==> config.mk <==
export PLATFORM = sky130hd
export DESIGN_NAME = bes_lane_steer
export DESIGN_NICKNAME = d
export VERILOG_FILES = /design/src/rtl/bes_pkg.sv /design/src/rtl/bes_lane_if.sv /design/src/rtl/bes_lane_decode.sv /design/src/rtl/bes_lane_steer.sv
export SDC_FILE = /design/constraint.sdc
export NUM_CORES = 1
export LEC_CHECK = 0
export BUFFER_PORTS_ARGS = -buffer_cell sky130_fd_sc_hd__buf_4
export CELL_PAD_IN_SITES_DETAIL_PLACEMENT = 1
export CELL_PAD_IN_SITES_GLOBAL_PLACEMENT = 1
export CORE_ASPECT_RATIO = 0.6
export CORE_UTILIZATION = 42
export DETAILED_ROUTE_END_ITERATION = 7
export PLACE_DENSITY_LB_ADDON = 0.1
export SYNTH_ARGS = -nofsm -noshare
export SYNTH_HDL_FRONTEND = slang
export SYNTH_SLANG_ARGS = --single-unit
==> constraint.sdc <==
create_clock -name clk -period 10.1 [get_ports clk]
set_clock_uncertainty 0.05 [all_clocks]
set_input_delay 1.515 -clock clk [delete_from_list [all_inputs] [get_ports clk]]
set_output_delay 1.515 -clock clk [all_outputs]
set_load 0.01 [all_outputs]
==> src/rtl/bes_pkg.sv <==
// constants shared by the big-endian lane steering block
package bes_pkg;
  // external data width codes (log2 of bus bytes)
  localparam logic [1:0] WIDTH_16 = 2'h1;
  localparam logic [1:0] WIDTH_32 = 2'h2;
  localparam logic [1:0] WIDTH_64 = 2'h3;
  // access size codes (log2 of access bytes)
  localparam logic [1:0] SIZE_BYTE = 2'h0;
  localparam logic [1:0] SIZE_WORD = 2'h1;
  localparam logic [1:0] SIZE_LONG = 2'h2;
  localparam logic [1:0] SIZE_QUAD = 2'h3;
  // endian select pin level that means big-endian
  localparam logic PIN_BIG_ENDIAN = 1'b0;
  // reset values
  localparam logic [7:0] LANES_IDLE = 8'h00;
  localparam logic [7:0] MASK_IDLE = 8'hff;
  localparam logic [63:0] DATA_RESET = 64'h0;
  localparam logic [31:0] ADDR_RESET = 32'h0;

  // bit mask covering 2**plog bytes
  function automatic logic [63:0] piece_mask(input logic [1:0] plog);
    logic [63:0] m;
    m = 64'h0;
    unique case (plog)
      2'h0: m = 64'h0000_0000_0000_00ff;
      2'h1: m = 64'h0000_0000_0000_ffff;
      2'h2: m = 64'h0000_0000_ffff_ffff;
      default: m = 64'hffff_ffff_ffff_ffff;
    endcase
    return m;
  endfunction

  // 8-bit bus code is not supported and is treated as 16-bit
  function automatic logic [1:0] width_log(input logic [1:0] w);
    return (w == 2'h0) ? WIDTH_16 : w;
  endfunction
endpackage

==> src/rtl/bes_lane_if.sv <==
// lane decode request and answer between steering logic and decoder
`timescale 1ns/1ns
`default_nettype none
interface bes_lane_if;
  logic [1:0] width;
  logic [1:0] size;
  logic [2:0] offset;
  logic [1:0] beat;
  logic [7:0] lane_en;
  logic [2:0] lane_lo;
  logic [2:0] piece_lo;
  logic [1:0] piece_log;
  logic [1:0] last_beat;
  modport steer (output width, size, offset, beat,
                 input lane_en, lane_lo, piece_lo, piece_log, last_beat);
  modport dec (input width, size, offset, beat,
               output lane_en, lane_lo, piece_lo, piece_log, last_beat);
endinterface
`default_nettype wire

==> src/rtl/bes_lane_decode.sv <==
// big-endian lane decoder for one bus cycle of an access
`timescale 1ns/1ns
`default_nettype none
module bes_lane_decode
  import bes_pkg::*;
(
  bes_lane_if.dec lif
);
  wire [1:0] wlog;
  wire [1:0] plog;
  wire [3:0] wbytes;
  wire [3:0] pbytes;
  wire [2:0] off;
  wire [3:0] lo;
  wire [8:0] ones;
  wire [15:0] lanes;
  wire [1:0] last;
  wire [3:0] plo;

  assign wlog = width_log(lif.width);
  // a beat never carries more than the bus width
  assign plog = (lif.size < wlog) ? lif.size : wlog;
  assign wbytes = 4'h1 << wlog;
  assign pbytes = 4'h1 << plog;
  // beats beyond the first when the access is wider than the bus
  assign last = (lif.size > wlog) ?
      2'((4'h1 << (lif.size - wlog)) - 4'h1) : 2'h0;
  // offset within the bus, forced to the natural alignment of the piece
  assign off = lif.offset & 3'(wbytes - 4'h1) & ~3'(pbytes - 4'h1);
  // offset zero sits on the most significant lane
  assign lo = wbytes - pbytes - {1'b0, off};
  assign ones = 9'((9'h1 << pbytes) - 9'h1);
  // only the lanes of this piece are enabled
  assign lanes = {7'h0, ones} << lo;
  // most significant piece goes out first
  assign plo = 4'((last - lif.beat) * pbytes);

  assign lif.lane_en = lanes[7:0];
  assign lif.lane_lo = lo[2:0];
  assign lif.piece_lo = plo[2:0];
  assign lif.piece_log = plog;
  assign lif.last_beat = last;
endmodule // bes_lane_decode
`default_nettype wire

==> src/rtl/bes_lane_steer.sv <==
// big-endian byte lane steering and strobe generation for external memory
`timescale 1ns/1ns
`default_nettype none
module bes_lane_steer
  import bes_pkg::*;
(
  input wire logic clk,
  input wire logic rst_n,
  input wire logic endian_select_pin,
  input wire logic [1:0] ext_width,
  input wire logic req_valid,
  output logic req_ready,
  input wire logic req_write,
  input wire logic [1:0] req_size,
  input wire logic [31:0] req_addr,
  input wire logic [63:0] req_wdata,
  output logic resp_valid,
  output logic [63:0] resp_rdata,
  output logic cyc_valid,
  output logic cyc_write,
  output logic [31:0] cyc_addr,
  output logic [63:0] cyc_wdata,
  input wire logic cyc_done,
  input wire logic [63:0] cyc_rdata,
  output logic [7:0] lane_write_strobe,
  output logic [7:0] lane_column_strobe,
  output logic [7:0] lane_data_mask,
  output logic bus_lock,
  output logic big_endian_mode
);
  typedef enum logic [1:0] {
    ST_IDLE = 2'b01,
    ST_BEAT = 2'b10
  } bes_state_e;

  bes_state_e state;
  bes_state_e next_state;
  logic mode_caught;
  logic [1:0] width;
  logic [1:0] size;
  logic [2:0] offset;
  logic [1:0] beat;
  logic [1:0] last_beat;
  logic [2:0] cur_lane_lo;
  logic [2:0] cur_piece_lo;
  logic [1:0] cur_plog;
  logic [63:0] acc_wdata;
  logic [63:0] acc_rdata;

  // decode request and answer share one carrier
  bes_lane_if lif();

  bes_lane_decode bes_lane_decode_inst (
    .lif(lif.dec)
  );

  // take needs idle and finish needs busy, so the two never meet
  wire is_idle = (state == ST_IDLE);
  wire take = is_idle && req_valid && req_ready;
  wire at_last = (beat == last_beat);
  wire beat_end = !is_idle && cyc_done;
  wire advance = beat_end && !at_last;
  wire finish = beat_end && at_last;
  wire load = take || advance;

  // decoder sees the new request when idle, else the following beat
  assign lif.width = is_idle ? ext_width : width;
  assign lif.size = is_idle ? req_size : size;
  assign lif.offset = is_idle ? req_addr[2:0] : offset;
  assign lif.beat = is_idle ? 2'h0 : 2'(beat + 2'h1);

  wire [63:0] src_wdata = is_idle ? req_wdata : acc_wdata;
  wire src_write = is_idle ? req_write : cyc_write;
  wire [63:0] pmask = piece_mask(lif.piece_log);
  wire [63:0] piece = (src_wdata >> {lif.piece_lo, 3'h0}) & pmask;
  wire [63:0] next_wdata = piece << {lif.lane_lo, 3'h0};
  // code 0 steps like 16-bit, matching the decoder's fallback
  wire [3:0] step = 4'h1 << width_log(width);
  wire [31:0] next_addr = is_idle ? req_addr : cyc_addr + {28'h0, step};
  // strobes of the coming beat; lanes outside the piece stay negated
  wire [7:0] next_col = lif.lane_en;
  wire [7:0] next_wstb = src_write ? next_col : LANES_IDLE;
  wire [7:0] next_mask = ~next_col;

  // read data: only the lanes of this beat are kept
  wire [63:0] rd_piece =
      (cyc_rdata >> {cur_lane_lo, 3'h0}) & piece_mask(cur_plog);
  wire [63:0] next_rdata = acc_rdata | (rd_piece << {cur_piece_lo, 3'h0});

  // no request until the endian mode has been caught
  assign req_ready = is_idle && mode_caught;

  always_comb begin
    next_state = state;
    unique case (state)
      ST_IDLE: if (take) next_state = ST_BEAT;
      ST_BEAT: if (finish) next_state = ST_IDLE;
    endcase
  end

  always_ff @(posedge clk or negedge rst_n) begin
    if (!rst_n) state <= ST_IDLE;
    else state <= next_state;
  end

  // pin caught on the first edge after release, never under reset
  // little-endian is only reported; lane order stays big-endian
  always_ff @(posedge clk or negedge rst_n) begin
    if (!rst_n) begin
      mode_caught <= 1'b0;
      big_endian_mode <= 1'b1;
    end else if (!mode_caught) begin
      mode_caught <= 1'b1;
      big_endian_mode <= (endian_select_pin == PIN_BIG_ENDIAN);
    end
  end

  // access fields kept for the later beats
  always_ff @(posedge clk or negedge rst_n) begin
    if (!rst_n) begin
      width <= WIDTH_64;
      size <= SIZE_BYTE;
      offset <= 3'h0;
      acc_wdata <= DATA_RESET;
    end else if (take) begin
      width <= ext_width;
      size <= req_size;
      offset <= req_addr[2:0];
      acc_wdata <= req_wdata;
    end
  end

  // per-beat registers; the next beat follows with no idle gap
  always_ff @(posedge clk or negedge rst_n) begin
    if (!rst_n) begin
      beat <= 2'h0;
      last_beat <= 2'h0;
      cur_lane_lo <= 3'h0;
      cur_piece_lo <= 3'h0;
      cur_plog <= SIZE_BYTE;
    end else if (load) begin
      beat <= lif.beat;
      last_beat <= lif.last_beat;
      cur_lane_lo <= lif.lane_lo;
      cur_piece_lo <= lif.piece_lo;
      cur_plog <= lif.piece_log;
    end
  end

  // beat address, direction and write data
  always_ff @(posedge clk or negedge rst_n) begin
    if (!rst_n) begin
      cyc_valid <= 1'b0;
      cyc_write <= 1'b0;
      cyc_addr <= ADDR_RESET;
      cyc_wdata <= DATA_RESET;
    end else if (load) begin
      cyc_valid <= 1'b1;
      cyc_write <= src_write;
      cyc_addr <= next_addr;
      cyc_wdata <= next_wdata;
    end else if (finish) begin
      cyc_valid <= 1'b0;
    end
  end

  // strobes fall with the last beat so no lane is left enabled
  always_ff @(posedge clk or negedge rst_n) begin
    if (!rst_n) begin
      lane_write_strobe <= LANES_IDLE;
      lane_column_strobe <= LANES_IDLE;
      lane_data_mask <= MASK_IDLE;
    end else if (load) begin
      lane_column_strobe <= next_col;
      lane_write_strobe <= next_wstb;
      lane_data_mask <= next_mask;
    end else if (finish) begin
      lane_write_strobe <= LANES_IDLE;
      lane_column_strobe <= LANES_IDLE;
      lane_data_mask <= MASK_IDLE;
    end
  end

  // lock spans every beat of the access, so arbiter and refresh wait
  always_ff @(posedge clk or negedge rst_n) begin
    if (!rst_n) bus_lock <= 1'b0;
    else if (take) bus_lock <= 1'b1;
    else if (finish) bus_lock <= 1'b0;
  end

  // reads gather beat by beat; writes only clear the collector at take
  always_ff @(posedge clk or negedge rst_n) begin
    if (!rst_n) acc_rdata <= DATA_RESET;
    else if (take) acc_rdata <= DATA_RESET;
    else if (beat_end && !cyc_write) acc_rdata <= next_rdata;
  end

  // writes answer zero so stale read data never leaks out
  wire [63:0] next_resp = cyc_write ? DATA_RESET : next_rdata;

  always_ff @(posedge clk or negedge rst_n) begin
    if (!rst_n) begin
      resp_valid <= 1'b0;
      resp_rdata <= DATA_RESET;
    end else begin
      resp_valid <= finish;
      if (finish) resp_rdata <= next_resp;
    end
  end
endmodule // bes_lane_steer
`default_nettype wire

==> Yosys cells after proc, flatten, opt, wreduce, memory -nomap -nowiden <==
Index checks and enable logic that the tools add are counted.
{ "word_totals": {"regBits": 339, "input_bits": 170, "out_inout_bits": 190, "wordCells": 110} }
{ "classes": {"add_sub_neg": 10, "multipliers": 1, "magnitude_cmp": 2, "eq_ne": 9, "shift": 10, "muxes": 28, "n_bitwise": 8, "reduce_logical": 19} }
{ "op_table": {"columns": ["op", "n"], "rows": [
  ["64-bit case mux with 3 select lines", 2],
  ["64-bit 2-to-1 mux", 4],
  ["64-bit bitwise AND", 2],
  ["64-bit by 6-bit left shift with 64-bit output", 2],
  ["64-bit by 6-bit right shift with 64-bit output", 2],
  ["64-bit bitwise OR", 1],
  ["8-bit 2-to-1 mux", 6],
  ["32-bit by 4-bit adder with 32-bit output", 1],
  ["32-bit 2-to-1 mux", 1],
  ["2-bit 2-to-1 mux", 9],
  ["1-bit by 2-bit left shift with 4-bit output, first input constant", 3],
  ["1-bit by 4-bit left shift with 9-bit output, first input constant", 1],
  ["9-bit by 4-bit left shift with 8-bit output", 1],
  ["9-bit by 1-bit subtractor with 9-bit output, second input constant", 1],
  ["2-bit logical NOT", 4],
  ["8-bit NOT", 1],
  ["1-bit logical AND", 7],
  ["3-bit bitwise AND", 2],
  ["2-bit by 1-bit == test with 1-bit output, second input constant", 3],
  ["2-bit == test, second input constant", 3],
  ["2-bit nonzero test", 3],
  ["3-bit by 1-bit subtractor with 3-bit output, second input constant", 2],
  ["4-bit by 4-bit multiplier with 3-bit output", 1],
  ["1-bit 2-to-1 mux", 4],
  ["other kinds (19)", 21]
]} }

==> Depth between registers and ports, before layout <==
Gate-level depths: netlist of the first run.
{ "depth": {"ltp_word": 14, "ltp_mapped": 25, "ltp_nobuf": 18} }

==> Hierarchy <==
From an unflattened synthesis of the first run, not the netlist that was laid out.
{ "hier_totals": {"cells_unflattened": 2447, "hier_area_um2": 22069.9} }
{ "by_module_without_submodules": {"columns": ["module", "n_inst", "cells_per_inst", "area_per_inst_um2", "seq_area_each_um2"], "rows": [
  ["bes_lane_steer", 1, 2358, 21460.6, 8498.2],
  ["bes_lane_decode", 1, 89, 609.3, 0.0]
]} }

==> Worst setup path before layout of the first run <==
No wires, ideal clock.
{ "synth_path": {"path_type": "flip-flop to flip-flop", "start": "register state[0]", "end": "register cyc_wdata[39]", "setup_ps": 126, "arrival_ps": 5727, "required_time_ps": 9924, "slack_ps": 4197, "path_stages_with_launch": 24, "path_buffers": 8, "period_less_slack_ps": 5903, "cell_sequence": "dfstp_2 and2b_1 buf_2 buf_2 buf_2 clkbuf_1 clkbuf_1 nand2_1 nand2_1 inv_1 fa_1 inv_1 mux4_2 nor2_1 inv_1 nor2_1 ha_1 clkbuf_1 inv_1 clkbuf_1 clkbuf_1 mux2i_1 o21ai_0 a221o_1"} }
{ "synth_via": {"elab_chain_cells": 13, "elab_cells_between_ends": 40, "cone_classes": "add/sub (7); mul (1); order compare (2); eq/ne (3); shift (5); mux (9); bitwise (4); reduce/logical (9)"} }
{ "synth_lines": {"columns": ["item", "line_no", "rtl"], "rows": [
  ["start: declaration", "bes_lane_steer.sv:36", "bes_state_e state;"],
  ["start signal: assignment", "bes_lane_steer.sv:103", "else state <= next_state;"],
  ["2-bit by 1-bit == test with 1-bit output (*)", "bes_lane_steer.sv:58", "wire is_idle = (state == ST_IDLE);"],
  ["2-bit 2-to-1 mux", "bes_lane_steer.sv:67", "assign lif.width = is_idle ? ext_width : width;"],
  ["2-bit logical NOT", "bes_pkg.sv:35", "return (w == 2'h0) ? WIDTH_16 : w;"],
  ["2-bit 2-to-1 mux", "bes_pkg.sv:35", null],
  ["2-bit subtractor", "bes_lane_decode.sv:27", "2'((4'h1 << (lif.size - wlog)) - 4'h1) : 2'h0;"],
  ["1-bit by 2-bit left shift with 2-bit output", "bes_lane_decode.sv:27", null],
  ["2-bit by 1-bit subtractor with 2-bit output", "bes_lane_decode.sv:27", null],
  ["2-bit 2-to-1 mux", "bes_lane_decode.sv:26", "assign last = (lif.size > wlog) ?"],
  ["2-bit by 2-bit subtractor with 3-bit output", "bes_lane_decode.sv:36", "assign plo = 4'((last - lif.beat) * pbytes);"],
  ["4-bit by 4-bit multiplier with 3-bit output (*)", "bes_lane_decode.sv:36", null],
  ["net bes_lane_decode_inst.lif.piece_lo[1]", "bes_lane_if.sv:17", "output lane_en, lane_lo, piece_lo, piece_log, last_beat);"],
  ["64-bit by 6-bit right shift with 64-bit output (*)", "bes_lane_steer.sv:75", "wire [63:0] piece = (src_wdata >> {lif.piece_lo, 3'h0}) & pmask;"],
  ["64-bit bitwise AND (*)", "bes_lane_steer.sv:75", null],
  ["64-bit by 6-bit left shift with 64-bit output (*)", "bes_lane_steer.sv:76", "wire [63:0] next_wdata = piece << {lif.lane_lo, 3'h0};"],
  ["end signal: assignment", "bes_lane_steer.sv:161", "cyc_wdata <= next_wdata;"],
  ["end: declaration", "bes_lane_steer.sv:22", "output logic [63:0] cyc_wdata,"]
]} }
The timed path passes the listed nets; every way through them passes the cells marked *.
A chain may end at the register's enable or synchronous reset.

==> Final worst setup path of the first run <==
{ "layout_path": {"start": "register state[0]", "end": "register cyc_wdata[20]"} }
{ "layout_via": {"elab_chain_cells": 13, "elab_cells_between_ends": 40, "cone_classes": "add/sub (7); mul (1); order compare (2); eq/ne (3); shift (5); mux (9); bitwise (4); reduce/logical (9)"} }
{ "layout_lines": {"columns": ["item", "line_no"], "rows": [
  ["2-bit by 1-bit == test with 1-bit output (*)", "bes_lane_steer.sv:58"],
  ["2-bit 2-to-1 mux", "bes_lane_steer.sv:67"],
  ["2-bit logical NOT", "bes_pkg.sv:35"],
  ["2-bit 2-to-1 mux", "bes_pkg.sv:35"],
  ["2-bit subtractor", "bes_lane_decode.sv:27"],
  ["1-bit by 2-bit left shift with 2-bit output", "bes_lane_decode.sv:27"],
  ["2-bit by 1-bit subtractor with 2-bit output", "bes_lane_decode.sv:27"],
  ["2-bit 2-to-1 mux", "bes_lane_decode.sv:26"],
  ["2-bit by 2-bit subtractor with 3-bit output", "bes_lane_decode.sv:36"],
  ["4-bit by 4-bit multiplier with 3-bit output", "bes_lane_decode.sv:36"],
  ["64-bit by 6-bit right shift with 64-bit output", "bes_lane_steer.sv:75"],
  ["64-bit bitwise AND", "bes_lane_steer.sv:75"],
  ["64-bit by 6-bit left shift with 64-bit output", "bes_lane_steer.sv:76"]
]} }
Mark *: on every way between the ends. The rest lies on a longest branch, timed or not.

==> results.json, run 1 <==
{
  "status": "finished clean",
  "clk_path_buf_depth": 3,
  "synthAdderAreaFrac": 0.0122,
  "drive_above_1_share": 0.241,
  "cts.sinks": 339,
  "first_pass_iters": 5,
  "finalCritPeriodShare": 0.650,
  "cp_max_fo": 44,
  "cp.arrival_ns": 7.01,
  "drv_cap": 0,
  "finalCriticalPeriod_ns": 6.57,
  "die_y_um": 175,
  "synth_top_area_frac": 0.392,
  "rr_startpoint": "state[0]",
  "wl_per_cell_um": 26.7,
  "clk_pin_slew_ns": 0.06,
  "num_antenna_cells": 0,
  "hold_buffers": 0,
  "drc_errors": 0,
  "port_buffers": 359,
  "syn-cell-area_um2": 20900,
  "rr_endpoint": "cyc_wdata[20]",
  "finalSetupTns_ns": 0,
  "die_area_um2": 50600,
  "final_common_cell": "nand2_1",
  "drv_slew": 0,
  "ff2ff_path_depth": 17,
  "synth_compound_gate_area_share": 0.225,
  "max_slew_margin": 0.159,
  "gp_congestion": 0.964,
  "h-tree-depth": 2,
  "post_cts_buffers": 0,
  "grt_pass1_wl_um": 130000,
  "worstSetupEndpoint": "cyc_wdata[20]",
  "clockRootBuffer": "clkbuf_16",
  "dpl_cell_area_um2": 24100,
  "antenna_left": 0,
  "viasPerCell": 6.27,
  "coreArea_um2": 48400,
  "io_pins": 360,
  "yosysUniqueCellTypes": 73,
  "syn_avg_cell_area_um2": 9.18,
  "crit_type": "reg2reg",
  "synth_largest_area_cell": "dfrtp_1",
  "grt_pass1_vias": 20300,
  "cts_tree": "yes",
  "mostFrequentLayoutCells": "490 x nand2_1, 404 x buf_4, 324 x dfrtp_1",
  "start_util": 0.431,
  "yosysWarnings": 0,
  "finalSetupViolations": 0,
  "vias": 20100,
  "final_nets": 2733,
  "netlist_instances": 2274,
  "grt.overflow.total": 0,
  "timing.fmax_mhz": 152,
  "area_growth_pct": 21.1,
  "async_flop_share": 1.00,
  "cp_data_required_time_ns": 10.54,
  "grt_max_degree": 108,
  "reg2reg_slack_ns": 3.53,
  "dp_hpwl_um": 63100,
  "wl_um": 85800,
  "die_x_um": 290,
  "rsz0062_at_grt": "false",
  "synth_mux_area_frac": 0.159,
  "synthTopCellsByArea": "dfrtp_1 39%, mux4_2 9.3%, nand2_1 8.8%",
  "synth_xor_area_frac": 0.00456,
  "critical_path.startpoint": "state[0]",
  "tightest_slew_ns": 1.26,
  "clkLatencyLatePin_ns": 0.56,
  "n_fill_cell": 5566,
  "finalInstanceArea_um2": 25300,
  "cp-start-kind": "flip-flop",
  "drt-initial-drc-count": 1954,
  "ys_seq_elements": 339,
  "synth_ff_type": "dfrtp_1",
  "cts_resized": 0,
  "cts_buffers": 36,
  "grt_util_all_layers": 0.337,
  "antenna_found_initial": 1,
  "cp-end-kind": "flip-flop",
  "synth_edf_count": 0,
  "worstHoldPathType": "reg2reg",
  "std_cell_rows": 62,
  "synth_top_family_by_area": "compound AO/OA/AOI/OAI gates",
  "hold_viol": 0,
  "synth-seq-area-share": 0.407,
  "yosys.area_share.simple": 0.151,
  "syn-num-nets": 2462
}
[how the worst min path moves through the flow]
stage | cells after the start | slack (ns) | to | from
after floorplan | 2 | 0.39 | acc_wdata[5] | acc_wdata[5]
after global placement | 2 | 0.40 | width[0] | width[0]
after detailed placement | 2 | 0.41 | cyc_wdata[8] | cyc_wdata[8]
after CTS | 2 | 0.43 | cyc_wdata[13] | cyc_wdata[13]
after global routing | 2 | 0.45 | cyc_wdata[13] | cyc_wdata[13]
final | 2 | 0.43 | acc_wdata[4] | acc_wdata[4]
[cell usage after synthesis, types with 22 or more instances]
| library cell | n |
|---|---|
| nand2_1 | 490 |
| nor2_1 | 162 |
| mux2i_1 | 110 |
| dfrtp_1 | 327 |
| a22o_1 | 27 |
| clkbuf_1 | 123 |
| a21oi_1 | 163 |
| a22oi_1 | 76 |
| inv_1 | 27 |
| mux4_2 | 86 |
| a221oi_1 | 22 |
| buf_2 | 26 |
| nor3_1 | 27 |
| o21ai_0 | 208 |
[layer usage]
metal	up-vias	global-route usage	part of all wire
li1	8793	-	-
met3	99	0.0646	0.080
met4	2	0.0698	0.020
met1	10400	0.517	0.47
met2	810	0.491	0.43
met5	-	0	0.00020
[final cells by class]
cell class | instances | area (um^2) | area share
clock inverters | 12 | 144 | 0.00569
clock buffers | 53 | 1050 | 0.0417
inverters | 31 | 116 | 0.00460
multi-input cells | 1732 | 11600 | 0.459
well taps | 640 | 801 | 0.0317
repair buffers | 405 | 3050 | 0.121
flip-flops and latches | 339 | 8510 | 0.337
[sequential cells by signal, summed over array words and instances, names as in the netlist, 3 cells and up]
name and count:
cur_lane_lo 3, offset 3, lane_column_strobe 8, resp_rdata 64
lane_data_mask 8, cur_piece_lo 3, acc_wdata 64, lane_write_strobe 8
acc_rdata 64, cyc_wdata 64, cyc_addr 32
[cell families after synthesis]
group | Yosys count
xor gates and xnor gates | 10
other | 2
and+or+nand+nor | 772
AOI/OAI and AO/OA | 713
buffers and inverters | 203
muxes | 217
DFF | 339
adders and majority gates | 18
[worst max-delay path, stage by stage (launching register included)]
cell,delay [ns]
dfstp_2,0.58
and2b_4,0.35
buf_4,0.59
nand2_1,0.11
nand2_1,0.19
inv_1,0.09
fa_1,0.44
inv_1,0.16
mux4_2,0.45
nor2_1,0.50
inv_1,0.30
fa_1,0.54
xor2_1,0.25
nor2_2,0.46
nand2_1,0.31
nor2_1,0.80
a22oi_1,0.20
nand2_1,0.12
[per-stage QoR]
stage	setup WS, ns	utilization	instances	hold WS [ns]
floorplan	4.20	-	2274	0.390
global placement	3.56	0.497	3147	0.403
detailed placement	3.27	0.497	3147	0.412
CTS	3.64	0.522	3212	0.431
global route	3.10	0.522	3212	0.450
finish	3.53	0.522	3212	0.427
Power of run 1 is left out: the tool's default activity adds up to more than one toggle a clock period on the data nets, which glitch-free logic cannot reach.
==> run 2, diff against run 1 <==
ABC_AREA = 1   (was unset)
CORE_UTILIZATION = 37   (was 42)
clock period = 5.5 ns   (was 10.1 ns; I/O delays follow)
==> run 2 against run 1 <==
Compared with the run above: flip-flop and latch count stayed put; synthesized area is 5.6% higher; core utilization is 6.7 points lower; global-route usage is 0.42 points higher; cell area is 4.8% higher; wire length is 22% higher; cell count is 34% higher; synthesized cell count is 45% higher.
==> results.json, run 2 <==
{
  "status": "finished clean",
  "synthTopCellsByArea": "dfrtp_1 37%, nand2_1 20%, nand3_1 7.9%",
  "drv_cap": 0,
  "ys_seq_elements": 339,
  "grt_pass1_wl_um": 156000,
  "cp-end-kind": "flip-flop",
  "final_common_cell": "nand2_1",
  "cts_buffers": 38,
  "die_area_um2": 60600,
  "wl_per_cell_um": 24.2,
  "worstHoldPathType": "in2async",
  "netlist_instances": 3291,
  "hold_buffers": 0,
  "finalSetupTns_ns": 0,
  "cp_data_required_time_ns": 5.91,
  "cts_tree": "yes",
  "h-tree-depth": 2,
  "wl_um": 104000,
  "syn_avg_cell_area_um2": 6.70,
  "yosysWarnings": 0,
  "port_buffers": 359,
  "clockRootBuffer": "clkbuf_16",
  "crit_type": "reg2reg",
  "syn-num-nets": 3479,
  "grt_max_degree": 154,
  "cp.arrival_ns": 5.59,
  "std_cell_rows": 68,
  "dp_hpwl_um": 78200,
  "drv_slew": 0,
  "clk_path_buf_depth": 3,
  "vias": 24700,
  "cts.sinks": 339,
  "grt.overflow.total": 0,
  "cp_max_fo": 55,
  "crit_family": "adder cells",
  "clk_pin_slew_ns": 0.07,
  "tightest_slew_ns": 1.24,
  "coreArea_um2": 58200,
  "finalCriticalPeriod_ns": 5.18,
  "mostFrequentLayoutCells": "1171 x nand2_1, 404 x buf_4, 348 x nand3_1",
  "final_nets": 3703,
  "drt-initial-drc-count": 2702,
  "fin_hold_ws_ns": 0.0761,
  "timing.fmax_mhz": 193,
  "drc_errors": 0,
  "crit_path_top_delay_cell": "buf_4",
  "cp_cell_sequence": "inv_2 -> nand2_4 -> nand2_1 -> nand2_2 -> nand2_1 -> ha_1 -> fa_1 -> a21oi_1 -> inv_1 -> a21oi_1 -> inv_1 -> ha_1 -> fa_1 -> nor2_1 -> ha_1 -> buf_4 -> nand3_1 -> nand2_1 -> nand2_1 -> nand3_1 -> nand2_1 -> nand3_1 -> nand2_1",
  "synth_ff_type": "dfrtp_1",
  "yosysMostFrequentCell": "nand2_1",
  "cp-start-kind": "flip-flop",
  "antenna_found_initial": 2,
  "antenna_left": 0,
  "yosysUniqueCellTypes": 52,
  "syn-cell-area_um2": 22000,
  "cp.buffers_inverters": 4,
  "hold_viol": 0,
  "viasPerCell": 5.71,
  "cpPeakStageDelay_ns": 0.54,
  "synth_largest_area_cell": "dfrtp_1",
  "io_pins": 360,
  "die_y_um": 191,
  "first_pass_iters": 7,
  "synth_edf_count": 0,
  "finalSetupViolations": 0,
  "die_x_um": 317,
  "grt_util_all_layers": 0.342,
  "gp_congestion": 1.02,
  "grt_pass1_vias": 23800,
  "synth-seq-area-share": 0.385,
  "start_util": 0.379,
  "synth_common_cells": "1171 x nand2_1, 348 x nand3_1, 341 x o21ai_0, 327 x dfrtp_1, 283 x inv_1",
  "async_flop_share": 1.00,
  "path_common_cell": "nand2_1",
  "finalCritPeriodShare": 0.942,
  "area_growth_pct": 20.2,
  "max_slew_margin": 0.170,
  "synth_top_area_frac": 0.371,
  "clkLatencyLatePin_ns": 0.59,
  "drive_above_1_share": 0.156,
  "rsz0062_at_grt": "false"
}
==> run 2: cell families after synthesis <==
logic type,share of synthesized area
muxes,0.00704
adders and majority gates,0.0116
xor gates and xnor gates,0.00630
buffers and inverters,0.0935
DFF,0.385
and+or+nand+nor,0.347
AOI/OAI and AO/OA,0.149
other,0.000341
==> run 2: path summary, 6_finish.rpt <==
| kind | startpoint | endpoint | slack, ns | cells after the start |
|---|---|---|---|---|
| worst max-delay path | state[1] | cyc_wdata[21] | 0.32 | 23 |
| worst min-delay path | rst_n | resp_rdata[22] | 0.08 | 1 |
| worst max register to register | state[1] | cyc_wdata[21] | 0.32 | 23 |
| worst min register to register | bus_lock | bus_lock | 0.43 | 2 |
| max in group asynchronous | rst_n | acc_wdata[13] | 3.97 | 2 |
| min in group clk | endian_select_pin | big_endian_mode | 0.32 | 2 |
==> run 2: repair_timing <==
| action | CTS | global route |
|---|---|---|
| gates resized for setup | 0 | 1 |
| buffers inserted | 0 | 0 |
| endpoints found under the setup margin | 0 | 3 |
==> run 2: area by class of cell <==
type	instances	area, um^2
timing repair buffer	411	3160
multi-input combinational	2431	11500
fill	7506	31700
inverter	294	1100
tap	770	963
clock buffer	57	1090
antenna	2	5.00
sequential	339	8500
clock inverter	13	168
==> run 2: routing by layer <==
| metal | track usage | part of all wire | wire length (um) |
|---|---|---|---|
| met1 | 0.569 | 0.52 | 54300 |
| met2 | 0.416 | 0.36 | 37700 |
| met4 | 0.0532 | 0.012 | 1300 |
| met5 | 0 | 0.00016 | 17 |
| met3 | 0.101 | 0.11 | 11000 |
==> run 2: stage by stage <==
| step | cell area, um^2 | setup WS [ns] | utilization | std cells |
|---|---|---|---|---|
| 2_1_floorplan | 22000 | 0.530 | - | 3291 |
| 3_3_place_gp | 25200 | 0.176 | 0.434 | 4245 |
| 3_5_place_dp | 25200 | 0.0776 | 0.434 | 4245 |
| 4_1_cts | 26500 | 0.349 | 0.455 | 4315 |
| 5_1_grt | 26500 | 0.0666 | 0.455 | 4316 |
| 6_report | 26500 | 0.317 | 0.455 | 4317 |
Power of run 2 is left out for the same reason.
==> run 3, diff against run 2 <==
--- a/config.mk
+++ b/config.mk
@@ -13,5 +13,6 @@
 export CORE_UTILIZATION = 37
 export DETAILED_ROUTE_END_ITERATION = 7
-export PLACE_DENSITY_LB_ADDON = 0.1
+export PLACE_DENSITY_LB_ADDON = 0.12
+export SLEW_MARGIN = 20
 export SYNTH_ARGS = -nofsm -noshare
 export SYNTH_HDL_FRONTEND = slang
==> constraint.sdc (replaced) <==
create_clock -name clk -period 5.5 [get_ports clk]
set_clock_uncertainty 0.05 [all_clocks]
set_input_delay 1.375 -clock clk [delete_from_list [all_inputs] [get_ports clk]]
set_output_delay 1.375 -clock clk [all_outputs]
set_load 0.01 [all_outputs]
==> run 3 against run 2 <==
Compared with the run above: hold slack improved by 0.36 ns; critical endpoint is now cyc_wdata[36]; cell count is 0.76% higher; fmax is 3.3% lower; register-to-register slack improved by 0.17 ns.
==> results.json, run 3 (same netlist as run 2, synthesis figures left out) <==
{
  "finalSetupViolations": 0,
  "port_buffers": 359,
  "die_y_um": 191,
  "grt_pass1_wl_um": 154000,
  "finalCritPeriodShare": 0.975,
  "antenna_found_initial": 5,
  "final_nets": 3738,
  "clk_path_buf_depth": 3,
  "max_slew_margin": 0.227,
  "mostFrequentLayoutCells": "1169 x nand2_1, 428 x buf_4, 348 x nand3_1",
  "grt_util_all_layers": 0.339,
  "cts_buffers": 38,
  "tightest_slew_ns": 1.15,
  "hold_viol": 0,
  "rsz0062_at_grt": "false",
  "hold_buffers": 0,
  "clockRootBuffer": "clkbuf_16",
  "final_common_cell": "nand2_1",
  "viasPerCell": 5.64,
  "worstHoldPathType": "reg2reg",
  "status": "finished clean",
  "post_cts_buffers": 0,
  "crit_type": "in2reg",
  "n_fill_cell": 7481,
  "cts_resized": 0,
  "std_cell_rows": 68,
  "vias": 24500,
  "drv_cap": 0,
  "wl_per_cell_um": 23.9,
  "cp-start-kind": "input pin",
  "placed_cells_incl_taps": 4280,
  "cp-end-kind": "flip-flop",
  "final_cell_count_no_fill": 4350,
  "start_util": 0.379,
  "final_util": 0.462,
  "io_pins": 360,
  "die_area_um2": 60600,
  "h-tree-depth": 2,
  "area_growth_pct": 22.1,
  "dp_hpwl_um": 77900,
  "clkLatencyLatePin_ns": 0.59,
  "grt.overflow.total": 0,
  "cts.sinks": 339,
  "coreArea_um2": 58200,
  "cp.arrival_ns": 5.77,
  "gp_congestion": 0.972,
  "clk_pin_slew_ns": 0.06,
  "drt-initial-drc-count": 2600,
  "die_x_um": 317,
  "finalCriticalPeriod_ns": 5.36,
  "cp_max_fo": 25,
  "antenna_left": 0,
  "wl_um": 104000,
  "grt_max_degree": 122,
  "first_pass_iters": 5,
  "cts_tree": "yes",
  "grt_pass1_vias": 23800,
  "drc_errors": 0,
  "finalSetupTns_ns": 0,
  "drv_slew": 0,
  "drive_above_1_share": 0.165,
  "timing.fmax_mhz": 187,
  "cp_data_required_time_ns": 5.91
}
[run 3: cell types whose count changed in the layout (fill, tap and decap cells not counted), moves of 2 or more]
cell        delta
buf_12        +11
nand2_1        -2
clkinvlp_4     -2
nand2_2        +2
clkbuf_1       -2
clkbuf_8       +2
buf_4         +24
[run 3: final timing paths]
| check | end | startpoint | depth (start not counted) | slack [ns] |
|---|---|---|---|---|
| min | acc_wdata[56] | acc_wdata[56] | 2 | 0.43 |
| max reg2reg | cyc_wdata[36] | state[0] | 22 | 0.49 |
| min in group asynchronous | resp_rdata[15] | rst_n | 1 | 0.76 |
| max | cyc_wdata[36] | ext_width[0] | 25 | 0.14 |
| min reg2reg | acc_wdata[56] | acc_wdata[56] | 2 | 0.43 |
| max in group asynchronous | acc_rdata[0] | rst_n | 2 | 3.43 |
[run 3: final cells by class]
cell class                 count  area, um^2  share of cell area
antenna                        2        5.00            0.000186
clock buffer                  58        1140              0.0423
clock inverter                10         129             0.00479
inverter                     294        1100              0.0410
multi-input combinational   2431       11500               0.428
sequential                   339        8500               0.316
tap                          770         963              0.0358
timing repair buffer         446        3560               0.132
[run 3: critical path: stages]
cell     delay [ns]
buf_4          0.13
inv_1          0.07
nand3_1        0.10
nand2_1        0.14
nand2_1        0.13
ha_1           0.26
fa_1           0.45
a21oi_1        0.14
inv_1          0.07
a21oi_1        0.17
inv_1          0.10
ha_1           0.20
fa_1           0.51
nor2_1         0.06
ha_1           0.35
inv_2          0.11
buf_12         0.16
buf_12         0.20
nand3_1        0.12
nand2_1        0.09
nand2_1        0.26
nand3_1        0.28
nor2_1         0.06
a21oi_1        0.14
nand2_1        0.08
[run 3: metal layers]
| metal | wire length [um] | GRT usage |
|---|---|---|
| met5 | 27 | 0 |
| met4 | 1260 | 0.0512 |
| met3 | 12900 | 0.141 |
| met2 | 37600 | 0.413 |
| met1 | 52000 | 0.539 |
[run 3: through the flow]
stage	area [um^2]	hold WS [ns]	setup WS, ns
3_3_place_gp	25600	0.404	-0.0258
3_5_place_dp	25600	0.418	-0.191
6_report	26900	0.434	0.138
4_1_cts	26900	0.435	0.314
5_1_grt	26900	0.449	0.00158
2_1_floorplan	22000	0.374	0.377
Power of run 3 is left out for the same reason.
